[config.mk]
export PLATFORM = sky130hd
export DESIGN_NAME = icc_capture
export DESIGN_NICKNAME = d
export VERILOG_FILES = /design/src/core/icc_pkg.sv /design/src/core/icc_capture.sv
export SDC_FILE = /design/constraint.sdc
export NUM_CORES = 1
export LEC_CHECK = 0
export BUFFER_PORTS_ARGS = -buffer_cell sky130_fd_sc_hd__clkbuf_2
export CAP_MARGIN = 20
export CORE_MARGIN = 4
export CORE_UTILIZATION = 40
export DETAILED_ROUTE_END_ITERATION = 10
export HOLD_SLACK_MARGIN = 0.15
export SYNTH_ARGS = -nofsm -noshare
export SYNTH_HDL_FRONTEND = slang
export SYNTH_SLANG_ARGS = --single-unit
[constraint.sdc]
create_clock -name sys_clk -period 10.36 [get_ports sys_clk]
set_input_delay 1.554 -clock sys_clk [delete_from_list [all_inputs] [get_ports sys_clk]]
set_output_delay 1.554 -clock sys_clk [all_outputs]
set_load 0.1 [all_outputs]
[src/core/icc_pkg.sv]
// Behaviour
// uncascaded unit uses own 16-bit timer
// cascade: odd low half, even high half
// odd wraparound increments even count
// software sets cascade bit 8 both units
// capture rising, every edge, 4th, 16th
// interrupt rate field selects nth capture
// mode 111: rising edge interrupt in sleep; here wakeIrq comes from the odd unit only
// 011 every rising, 101 every 16th
// not-empty flag while FIFO holds data
// overflow flag shows capture overflow occurred
// software picks nonzero sync source field
// clock-select field picks time base
// bit 7 trigger mode, clear status
// even unit forced synchronous when cascaded; here only while the even unit's trigger bit 7 is clear
// cascaded sync holds both in reset
// software enables even cascade bit first
// software programs identical selects both units
// odd unit settings govern cascaded pair
// low from odd, high from even
// capture only with time base and source
// software drains FIFO before configuring
// four-entry FIFO, full drops, sets overflow
// mode 000 disables unit
package icc_pkg;
	localparam logic [3:0] ADDR_CON1_ODD = 4'h0;
	localparam logic [3:0] ADDR_CON2_ODD = 4'h1;
	localparam logic [3:0] ADDR_BUF_ODD  = 4'h2;
	localparam logic [3:0] ADDR_CON1_EVN = 4'h3;
	localparam logic [3:0] ADDR_CON2_EVN = 4'h4;
	localparam logic [3:0] ADDR_BUF_EVN  = 4'h5;
	localparam logic [3:0] ADDR_TMR_ODD  = 4'h6;
	localparam logic [3:0] ADDR_TMR_EVN  = 4'h7;
	localparam int SEL_LO      = 10;
	localparam int SEL_HI      = 12;
	localparam int RATE_LO     = 5;
	localparam int RATE_HI     = 6;
	localparam int OVF_BIT     = 4;
	localparam int BNE_BIT     = 3;
	localparam int CASC_BIT    = 8;
	localparam int TRIG_BIT    = 7;
	localparam int TSTAT_BIT   = 6;
	localparam int SRC_HI      = 4;
	localparam logic [15:0] CON1_RESET = 16'h0000;
	localparam logic [15:0] CON2_RESET = 16'h000d;
	localparam logic [2:0] MODE_OFF    = 3'b000;
	localparam logic [2:0] MODE_EDGE   = 3'b001;
	localparam logic [2:0] MODE_FALL   = 3'b010;
	localparam logic [2:0] MODE_RISE   = 3'b011;
	localparam logic [2:0] MODE_RISE4  = 3'b100;
	localparam logic [2:0] MODE_RISE16 = 3'b101;
	localparam logic [2:0] MODE_SLEEP  = 3'b111;
	localparam logic [3:0] PRE4_LAST   = 4'h3;
	localparam logic [3:0] PRE16_LAST  = 4'hf;
endpackage

[src/core/icc_capture.sv]
// The implementer's own choices: the placing of the registers and the plain strobed port.
`timescale 1ns/10ps
module icc_capture #(
	parameter int DEPTH = 4
) (
	// clocking
	input  wire logic        sys_clk,
	input  wire logic        rst_n,
	input  wire logic        clkEn,
	// capture pins, asynchronous
	input  wire logic        captureInputOdd,
	input  wire logic        captureInputEven,
	// time base enables and sync/trigger sources
	input  wire logic [7:0]  timebaseTick,
	input  wire logic [31:0] syncSource,
	input  wire logic        sleepMode,
	// register port
	input  wire logic [3:0]  regAddr,
	input  wire logic [15:0] regWdata,
	input  wire logic        regWrite,
	input  wire logic        regRead,
	output logic      [15:0] regRdata,
	// events
	output logic             captureIrqOdd,
	output logic             captureIrqEven,
	output logic             wakeIrq
);
	localparam int PW = $clog2(DEPTH);

	// per-unit registers and state, index 0 odd, 1 even
	logic [15:0]   con1_reg  [2];
	logic [15:0]   con2_reg  [2];
	logic [15:0]   timer_reg [2];
	logic [15:0]   fifo_reg  [2][DEPTH];
	logic [PW-1:0] wptr_reg  [2];
	logic [PW-1:0] rptr_reg  [2];
	logic [PW:0]   count_reg [2];
	logic [3:0]    pre_reg   [2];
	logic [1:0]    evcnt_reg [2];
	logic [2:0]    mode      [2];
	logic [1:0]    rate      [2];
	// pin pipeline and decode
	logic [1:0]    sync1;
	logic [1:0]    sync2;
	logic [1:0]    prev_reg;
	logic          cascade;
	logic [1:0]    run;
	logic [1:0]    capEv;
	logic [1:0]    edgeRise;
	logic [1:0]    edgeAny;
	logic [1:0]    srcHit;
	logic [1:0]    tick;
	logic [1:0]    wrap;
	logic [1:0]    unitRead;
	logic [1:0]    capture;
	logic [1:0]    full;
	logic [1:0]    pushOk;
	logic [1:0]    popOk;
	logic [1:0]    notEmpty;

	function automatic logic [15:0] rdFifo(input logic [15:0] v,
		input logic ok);
		rdFifo = ok ? v : 16'h0000;
	endfunction

	// fifo level decode, gates the read-pointer pop only
	function automatic logic hasData(input logic [PW:0] lvl);
		hasData = lvl != '0;
	endfunction

	// per-unit register decode, same for the buffer, control one and control two pairs
	function automatic logic regHit(input logic strobe,
		input logic [3:0] addr, input int unit,
		input logic [3:0] oddAddr, input logic [3:0] evnAddr);
		regHit = strobe && addr == (unit != 0 ? evnAddr : oddAddr);
	endfunction

	// two flops before any logic sees the pins
	always_ff @(posedge sys_clk) begin
		if (!rst_n) begin
			sync1    <= 2'b00;
			sync2    <= 2'b00;
			prev_reg <= 2'b00;
		end else if (clkEn) begin
			sync1    <= {captureInputEven, captureInputOdd};
			sync2    <= sync1;
			prev_reg <= sync2;
		end
	end

	assign cascade = con2_reg[0][icc_pkg::CASC_BIT]
		& con2_reg[1][icc_pkg::CASC_BIT];
	assign edgeRise = sync2 & ~prev_reg;
	assign edgeAny  = sync2 ^ prev_reg;
	assign unitRead[0] = regHit(regRead, regAddr, 0,
		icc_pkg::ADDR_BUF_ODD, icc_pkg::ADDR_BUF_EVN);
	assign unitRead[1] = regHit(regRead, regAddr, 1,
		icc_pkg::ADDR_BUF_ODD, icc_pkg::ADDR_BUF_EVN);
	assign notEmpty[0] = hasData(count_reg[0]);
	assign notEmpty[1] = hasData(count_reg[1]);
	assign full[0] = count_reg[0] == (PW+1)'(DEPTH);
	assign full[1] = count_reg[1] == (PW+1)'(DEPTH);
	assign capture = capEv & run;
	assign pushOk  = capture & ~full;
	assign popOk   = unitRead & notEmpty;

	always_comb begin
		for (int u = 0; u < 2; u++) begin
			// odd unit governs the pair
			mode[u] = cascade ? con1_reg[0][2:0] : con1_reg[u][2:0];
			rate[u] = cascade
				? con1_reg[0][icc_pkg::RATE_HI:icc_pkg::RATE_LO]
				: con1_reg[u][icc_pkg::RATE_HI:icc_pkg::RATE_LO];
			srcHit[u] = con2_reg[u][icc_pkg::SRC_HI:0] == 5'h00 ? 1'b1
				: syncSource[con2_reg[u][icc_pkg::SRC_HI:0]];
			tick[u] = timebaseTick[con1_reg[u][icc_pkg::SEL_HI:icc_pkg::SEL_LO]];
		end
		// even unit follows odd when cascaded and not in trigger mode
		if (cascade && !con2_reg[1][icc_pkg::TRIG_BIT]) begin
			srcHit[1] = srcHit[0];
			tick[1]   = tick[0];
		end
		for (int u = 0; u < 2; u++) begin
			run[u] = tick[u] && (con2_reg[u][icc_pkg::TRIG_BIT]
				? con2_reg[u][icc_pkg::TSTAT_BIT] : srcHit[u]);
		end
		for (int u = 0; u < 2; u++) begin
			unique case (mode[cascade ? 0 : u])
				icc_pkg::MODE_EDGE:   capEv[u] = edgeAny[u];
				icc_pkg::MODE_FALL:   capEv[u] = sync2[u] == 1'b0 && prev_reg[u];
				icc_pkg::MODE_RISE:   capEv[u] = edgeRise[u];
				icc_pkg::MODE_RISE4:  capEv[u] = edgeRise[u]
					&& pre_reg[u] == icc_pkg::PRE4_LAST;
				icc_pkg::MODE_RISE16: capEv[u] = edgeRise[u]
					&& pre_reg[u] == icc_pkg::PRE16_LAST;
				default:              capEv[u] = 1'b0;
			endcase
		end
		// one capture of the pair, driven by the odd pin
		if (cascade) capEv[1] = capEv[0];
		// a held or stopped low half never carries into the high half
		wrap[0] = run[0] && mode[0] != icc_pkg::MODE_OFF
			&& timer_reg[0] == 16'hffff;
		wrap[1] = 1'b0;
	end

	// timers: cascaded sync mode holds both until source comes up
	always_ff @(posedge sys_clk) begin
		if (!rst_n) begin
			timer_reg[0] <= 16'h0000;
			timer_reg[1] <= 16'h0000;
		end else if (clkEn) begin
			for (int u = 0; u < 2; u++) begin
				if (mode[u] == icc_pkg::MODE_OFF || !run[u]) begin
					if (cascade && !con2_reg[0][icc_pkg::TRIG_BIT]
						&& !srcHit[0])
						timer_reg[u] <= 16'h0000;
				end else if (cascade && u == 1) begin
					if (wrap[0])
						timer_reg[1] <= timer_reg[1] + 16'h0001;
				end else begin
					timer_reg[u] <= timer_reg[u] + 16'h0001;
				end
			end
		end
	end

	// prescaler counts rising edges
	always_ff @(posedge sys_clk) begin
		if (!rst_n) begin
			pre_reg[0] <= 4'h0;
			pre_reg[1] <= 4'h0;
		end else if (clkEn) begin
			for (int u = 0; u < 2; u++)
				if (mode[u] == icc_pkg::MODE_OFF || !run[u])
					pre_reg[u] <= 4'h0;
				else if (edgeRise[u])
					pre_reg[u] <= (mode[u] == icc_pkg::MODE_RISE4
						&& pre_reg[u] == icc_pkg::PRE4_LAST)
						? 4'h0 : pre_reg[u] + 4'h1;
		end
	end

	// fifo; a capture into a full fifo is dropped, never overwrites
	always_ff @(posedge sys_clk) begin
		if (!rst_n) begin
			for (int u = 0; u < 2; u++) begin
				wptr_reg[u]  <= '0;
				rptr_reg[u]  <= '0;
				count_reg[u] <= '0;
			end
		end else if (clkEn) begin
			for (int u = 0; u < 2; u++) begin
				if (popOk[u])
					rptr_reg[u] <= PW'(rptr_reg[u] + 1'b1);
				if (pushOk[u]) begin
					fifo_reg[u][wptr_reg[u]] <= timer_reg[u];
					wptr_reg[u] <= PW'(wptr_reg[u] + 1'b1);
				end
				count_reg[u] <= count_reg[u] + (PW+1)'(pushOk[u])
					- (PW+1)'(popOk[u]);
			end
		end
	end

	// interrupt divider; restarts whenever the unit is switched off
	always_ff @(posedge sys_clk) begin
		if (!rst_n) begin
			evcnt_reg[0]   <= 2'b00;
			evcnt_reg[1]   <= 2'b00;
			captureIrqOdd  <= 1'b0;
			captureIrqEven <= 1'b0;
		end else if (clkEn) begin
			for (int u = 0; u < 2; u++) begin
				if (mode[u] == icc_pkg::MODE_OFF)
					evcnt_reg[u] <= 2'b00;
				else if (capture[u])
					evcnt_reg[u] <= evcnt_reg[u] == rate[u]
						? 2'b00 : evcnt_reg[u] + 2'b01;
			end
			captureIrqOdd  <= capture[0] && evcnt_reg[0] == rate[0];
			// the pair reports through the odd unit only
			captureIrqEven <= capture[1] && evcnt_reg[1] == rate[1]
				&& !cascade;
		end
	end

	// sleep wake-up ignores every other control bit
	always_ff @(posedge sys_clk) begin
		if (!rst_n)
			wakeIrq <= 1'b0;
		else if (clkEn)
			wakeIrq <= sleepMode && mode[0] == icc_pkg::MODE_SLEEP
				&& edgeRise[0];
	end

	// control one; overflow is sticky, set beats a software clear
	always_ff @(posedge sys_clk) begin
		if (!rst_n) begin
			con1_reg[0] <= icc_pkg::CON1_RESET;
			con1_reg[1] <= icc_pkg::CON1_RESET;
		end else if (clkEn) begin
			for (int u = 0; u < 2; u++) begin
				if (regHit(regWrite, regAddr, u, icc_pkg::ADDR_CON1_ODD,
					icc_pkg::ADDR_CON1_EVN)) begin
					// not-empty is rebuilt on read-back, never stored
					con1_reg[u] <= {regWdata[15:5], con1_reg[u][4],
						1'b0, regWdata[2:0]};
					if (!regWdata[icc_pkg::OVF_BIT])
						con1_reg[u][icc_pkg::OVF_BIT] <= 1'b0;
				end
				if (capture[u] && full[u])
					con1_reg[u][icc_pkg::OVF_BIT] <= 1'b1;
			end
		end
	end

	// control two; trigger status set by hardware, cleared by a write
	always_ff @(posedge sys_clk) begin
		if (!rst_n) begin
			con2_reg[0] <= icc_pkg::CON2_RESET;
			con2_reg[1] <= icc_pkg::CON2_RESET;
		end else if (clkEn) begin
			for (int u = 0; u < 2; u++) begin
				if (regHit(regWrite, regAddr, u, icc_pkg::ADDR_CON2_ODD,
					icc_pkg::ADDR_CON2_EVN))
					con2_reg[u] <= regWdata;
				else if (con2_reg[u][icc_pkg::TRIG_BIT] && srcHit[u]
					&& con2_reg[u][icc_pkg::SRC_HI:0] != 5'h00)
					con2_reg[u][icc_pkg::TSTAT_BIT] <= 1'b1;
			end
		end
	end

	// read data one cycle after the strobe
	always_ff @(posedge sys_clk) begin
		if (!rst_n) begin
			regRdata <= 16'h0000;
		end else if (clkEn) begin
			regRdata <= 16'h0000;
			if (regRead) begin
				unique case (regAddr)
					icc_pkg::ADDR_CON1_ODD: regRdata <= con1_reg[0]
						| {12'h000, count_reg[0] != '0, 3'b000};
					icc_pkg::ADDR_CON1_EVN: regRdata <= con1_reg[1]
						| {12'h000, count_reg[1] != '0, 3'b000};
					icc_pkg::ADDR_CON2_ODD: regRdata <= con2_reg[0];
					icc_pkg::ADDR_CON2_EVN: regRdata <= con2_reg[1];
					icc_pkg::ADDR_BUF_ODD:  regRdata <= rdFifo(
						fifo_reg[0][rptr_reg[0]], count_reg[0] != '0);
					icc_pkg::ADDR_BUF_EVN:  regRdata <= rdFifo(
						fifo_reg[1][rptr_reg[1]], count_reg[1] != '0);
					icc_pkg::ADDR_TMR_ODD:  regRdata <= timer_reg[0];
					icc_pkg::ADDR_TMR_EVN:  regRdata <= timer_reg[1];
					default:                regRdata <= 16'h0000;
				endcase
			end
		end
	end
endmodule // icc_capture

# == Word-level counts from Yosys, hierarchy flattened ==
# Memories as Yosys holds them, arrays and structs flattened.
# Cells that the tools add are included.
# totals
wordCells,362
mem_count,9
ram_bits,248
ff_bits,25
out_inout_bits,19
in_bits,68
# memory_table
name,depth,width,read_ports,rd_ports_with_merged_regs,write_ports,line_no,source
fifo_reg,2,64,2,0,2,icc_capture.sv:34,logic [15:0] fifo_reg [2][DEPTH];
con2_reg,2,16,2,0,2,icc_capture.sv:32,logic [15:0] con2_reg [2];
timer_reg,2,16,2,0,2,icc_capture.sv:33,logic [15:0] timer_reg [2];
con1_reg,2,15,2,0,2,icc_capture.sv:31,logic [15:0] con1_reg [2];
pre_reg,2,4,2,0,2,icc_capture.sv:38,logic [3:0] pre_reg [2];
count_reg,2,3,2,0,2,icc_capture.sv:37,logic [PW:0] count_reg [2];
3 more memories,-,-,-,-,-,-,
# op_classes
reduce_logical,52
addsub,14
n_lt_le_gt_ge,11
n_eq_ne,28
bitwise_logic,46
muxes,195
# op_table
cell,n
$mux W16,16
$mux W1,141
$mux W64,2
$pmux W16 S8,1
$bmux W16 S2,2
$demux W16 S2,2
$logic_and A1 B1 Y1,34
$add A16 B1 Y16 const B,2
$ge A32 B2 Y1 const B,1
$not A1 Y32,1
$or A16 B4 Y16,2
$mux W15,2
$or A1 B1 Y1,29
$eq A3 B3 Y1 const B,8
$mux W4,6
$mux W2,11
$mux W3,6
$eq A16 B16 Y1 const B,1
$eq A4 B2 Y1 const B,4
$eq A4 B3 Y1 const B,4
$add A2 B1 Y2 const B,6
$eq A3 B2 Y1 const B,4
$ge A3 B3 Y1 const B,4
$lt A5 B6 Y1 const B,2
25 further kinds,55

# == Depth between registers and ports, before layout ==
# An unclocked memory read counts as a cell.
# logic_depth
word_depth,17
mapped_depth,14
ltp_nobuf,12

# == Worst setup path before layout ==
# OpenSTA, ideal clock, no wires.
# synth_timing
path_kind,input-to-reg
startpoint,input port syncSource[5]
endpoint,memory timer_reg[1][0] (enable)
t_arrival_ns,4.154
n_path_buf,0
slack_ns,5.792
stages,7
required_time_ns,9.946
setup_time_ns,0.414
path_cell_list,mux4_2 > a22oi_1 > and3_1 > o311ai_1 > o211a_1 > and2_1 > o31ai_1
# synth_rtl
element,line_no,source
"start, declared",icc_capture.sv:15,"input wire logic [31:0] syncSource,"
"end, declared",icc_capture.sv:33,

==> results.tsv <==
stage	metric	value	unit
synth	synth-edff-count	247	
synth	yosysUniqueCellTypes	66	
worst_setup_path	max_stage_delay	0.78	ns
power_and_ir_drop	p_per_area	171	nW/µm²
synth	seq_area_frac_synth	0.622	
detailed_routing	vias	8231	
synth	synth-async-reset-ratio	0	
layout	final_common_cell	edfxtp_1	
clock_tree	numCtsBuffers	28	
layout	final_area	14600	µm²
synth	syn-num-nets	987	
floorplan	num_io_pins	87	
flow_run	cap_violations	0	
timing	max_freq	0.238	GHz
power_and_ir_drop	max-vdd-ir-drop	0.000128	V
floorplan	rows	65	
detailed_routing	drtPass1Iterations	6	
placed_design	place_inst	1359	
timing	period_share	0.405	
clock_tree	tritoncts	yes	
worst_setup_path	arrival	4.36	ns
layout	final_layout_size_suffix_gt1_frac	0.213	
layout	syn2layout_area_growth	14.5	%
timing	fin_setup_tns	0	ns
timing	hold_violations	0	
detailed_routing	wl_per_cell	24.7	µm
layout	final_nets	1077	
synth	ys_warn_count	0	
worst_setup_path	crit_buf_inv	1	
timing	hold_slack	0.476	ns
layout	nFillCells	2792	
layout	largest_reg_flops	128	
clock_tree	post-cts-setup-buffers	0	
global_route	overflow	0	
worst_setup_path	path_delay_family	simple AND/OR/NAND/NOR gates	
timing	fin_crit	4.20	ns
layout	final_cells	1410	
synth	synth_area_per_cell	14.2	µm²
outcome	status	completed	
worst_setup_path	cp_max_fo	16	
global_route	antenna_found_initial	0	
timing	slew_headroom	0.348	
placed_design	place.port_buffers	86	
clock_tree	ctsHoldBuffers	0	
worst_setup_path	slowest_stage	and2_1	
timing	rsz0062_at_grt	false	
detailed_routing	drcViolationCount	0	
detailed_routing	via_per_inst	5.84	
timing	fin_skew	0.0159	ns
worst_setup_path	crit_required	10.53	ns
synth	synthCells	897	
clock_tree	cts_max_level	1	
timing	tightest_slew	0.978	ns
synth	yosysTopAreaCellShare	0.581	
clock_tree	cts-root-buf	clkbuf_16	
synth	synth_ff_type	edfxtp_1	
floorplan	die_area	34800	µm²
global_route	track_usage	0.196	
placed_design	gp_congestion	0.865	
hold_path	hold_class	reg -> reg	
clock_tree	cts_num_sinks	273	
clock_tree	ctsLongestPathBuffers	3	
global_route	grt_max_degree	26	
floorplan	initial_utilization	0.405	
clock_tree	cts_resized	0	
detailed_routing	postRouteAntennaNets	0	
global_route	grt_pass1_vias	8194	
synth	ys_seq_elements	273	
worst_setup_path	path_cells	clkbuf_2 > mux2i_1 > mux4_2 > a32oi_2 > a211o_2 > o211ai_2 > nor4_1 > and2_1	
synth	syn_area	12800	µm²
detailed_routing	wl	34.9	mm
power_and_ir_drop	power.leakage	5.22	nW
synth	yosys.area.top_type	edfxtp_1	
floorplan	die_x	187	µm
placed_design	place_area	13700	µm²
floorplan	core	31500	µm²
worst_setup_path	endpoint_kind	flip-flop	
global_route	grt_pass1_wl	52.4	mm
floorplan	fp.dieH	187	µm
worst_setup_path	worstSetupStartpointType	input pin	
detailed_routing	drt_first_iter_violations	930	
layout	antenna_cells	0	
layout	final_cell_mix	247 x edfxtp_1, 86 x clkbuf_2, 73 x nor2_1	
placed_design	place.detailed.hpwl	24.0	mm
worst_setup_path	crit_type	in -> reg	
synth	synth_area_leaders	edfxtp_1 58%, mux4_2 8.1%, dfxtp_1 4.1%	
timing	drv_slew	0	
timing	setup_viol	0	
clock_tree	insertion_delay	0.55	ns
clock_tree	clk_pin_slew	0.06	ns
[synthesized netlist by cell type, types with 3 or more instances]
master      n
and3_1     33
a21oi_1    15
nor4_1      6
a21o_1      4
or3_1       4
nand2_1    35
nand4b_1    3
buf_2       8
nor2b_1     5
nand3b_1    4
xnor2_1    22
dfxtp_1    26
xor2_1     20
a22o_1     16
nor3_1     10
mux2i_1    33
a31oi_1     3
edfxtp_1  247
buf_1       3
mux4_2     46
inv_1      28
a22oi_1    65
o21ai_0     7
nor2_1     74
nand2b_1   13
clkbuf_1   27
ha_1       20
nand3_1    23
and2_1     24
nand4_1    24
[worst min-delay path, delay by kind of cell, from the launching register on]
family          cells  cell delay [ns]
simple gates        1             0.06
compound gates      1             0.06
flops               1             0.31
[final timing paths]
| path | from | to | slack (ns) | cells past startpoint |
|---|---|---|---|---|
| worst max-delay path | syncSource[7] | fifo_reg[0][93]$_DFFE_PP_ | 6.16 | 8 |
| worst min-delay path | wakeIrq$_SDFFE_PN0P_ | wakeIrq$_SDFFE_PN0P_ | 0.48 | 2 |
| worst max register to register | con2_reg[0][2]$_DFFE_PP_ | fifo_reg[0][93]$_DFFE_PP_ | 6.26 | 7 |
| worst min register to register | wakeIrq$_SDFFE_PN0P_ | wakeIrq$_SDFFE_PN0P_ | 0.48 | 2 |
[area by class of cell]
cell class | count | area (µm²) | share of cell area
Multi-Input combinational cell | 553 | 4550 | 0.311
Inverter | 28 | 105 | 0.00719
Clock buffer | 31 | 733 | 0.0502
Sequential cell | 273 | 7940 | 0.543
Tap cell | 402 | 503 | 0.0344
Clock inverter | 20 | 221 | 0.0152
Timing Repair Buffer | 103 | 562 | 0.0385
[power breakdown]
part	switching, mW	internal (mW)
Sequential	0.0491	1.23
Clock	0.425	0.631
Combinational	0.0974	0.0654
Total	0.571	1.93
[kinds of logic after synthesis]
| kind of cell | synth area share |
|---|---|
| AND/OR/NAND/NOR | 0.115 |
| flip-flops | 0.622 |
| AO/OA/AOI/OAI | 0.0796 |
| multiplexers | 0.107 |
| buffers and inverters | 0.0247 |
| XOR/XNOR | 0.0288 |
| adder cells (fa/ha/maj) | 0.0228 |
[stage by stage]
stage | setup WS, ns | total power, mW | util
2_1_floorplan | 5.79 | 1.39 | -
3_3_place_gp | 5.72 | 1.47 | 0.434
3_5_place_dp | 5.66 | 1.47 | 0.434
4_1_cts | 6.24 | 2.52 | 0.464
5_1_grt | 6.09 | 2.59 | 0.464
6_report | 6.16 | 2.50 | 0.464
[metal layers]
metal | GRT usage | vias up | share of wire | routed length [µm]
met5 | 0 | - | 0 | 0
met4 | 0.0478 | 0 | 0.021 | 744
met3 | 0.0324 | 44 | 0.083 | 2880
met2 | 0.318 | 355 | 0.48 | 16600
met1 | 0.279 | 4147 | 0.42 | 14600
li1 | - | 3685 | - | -
Power figures use the tool's default switching activity.
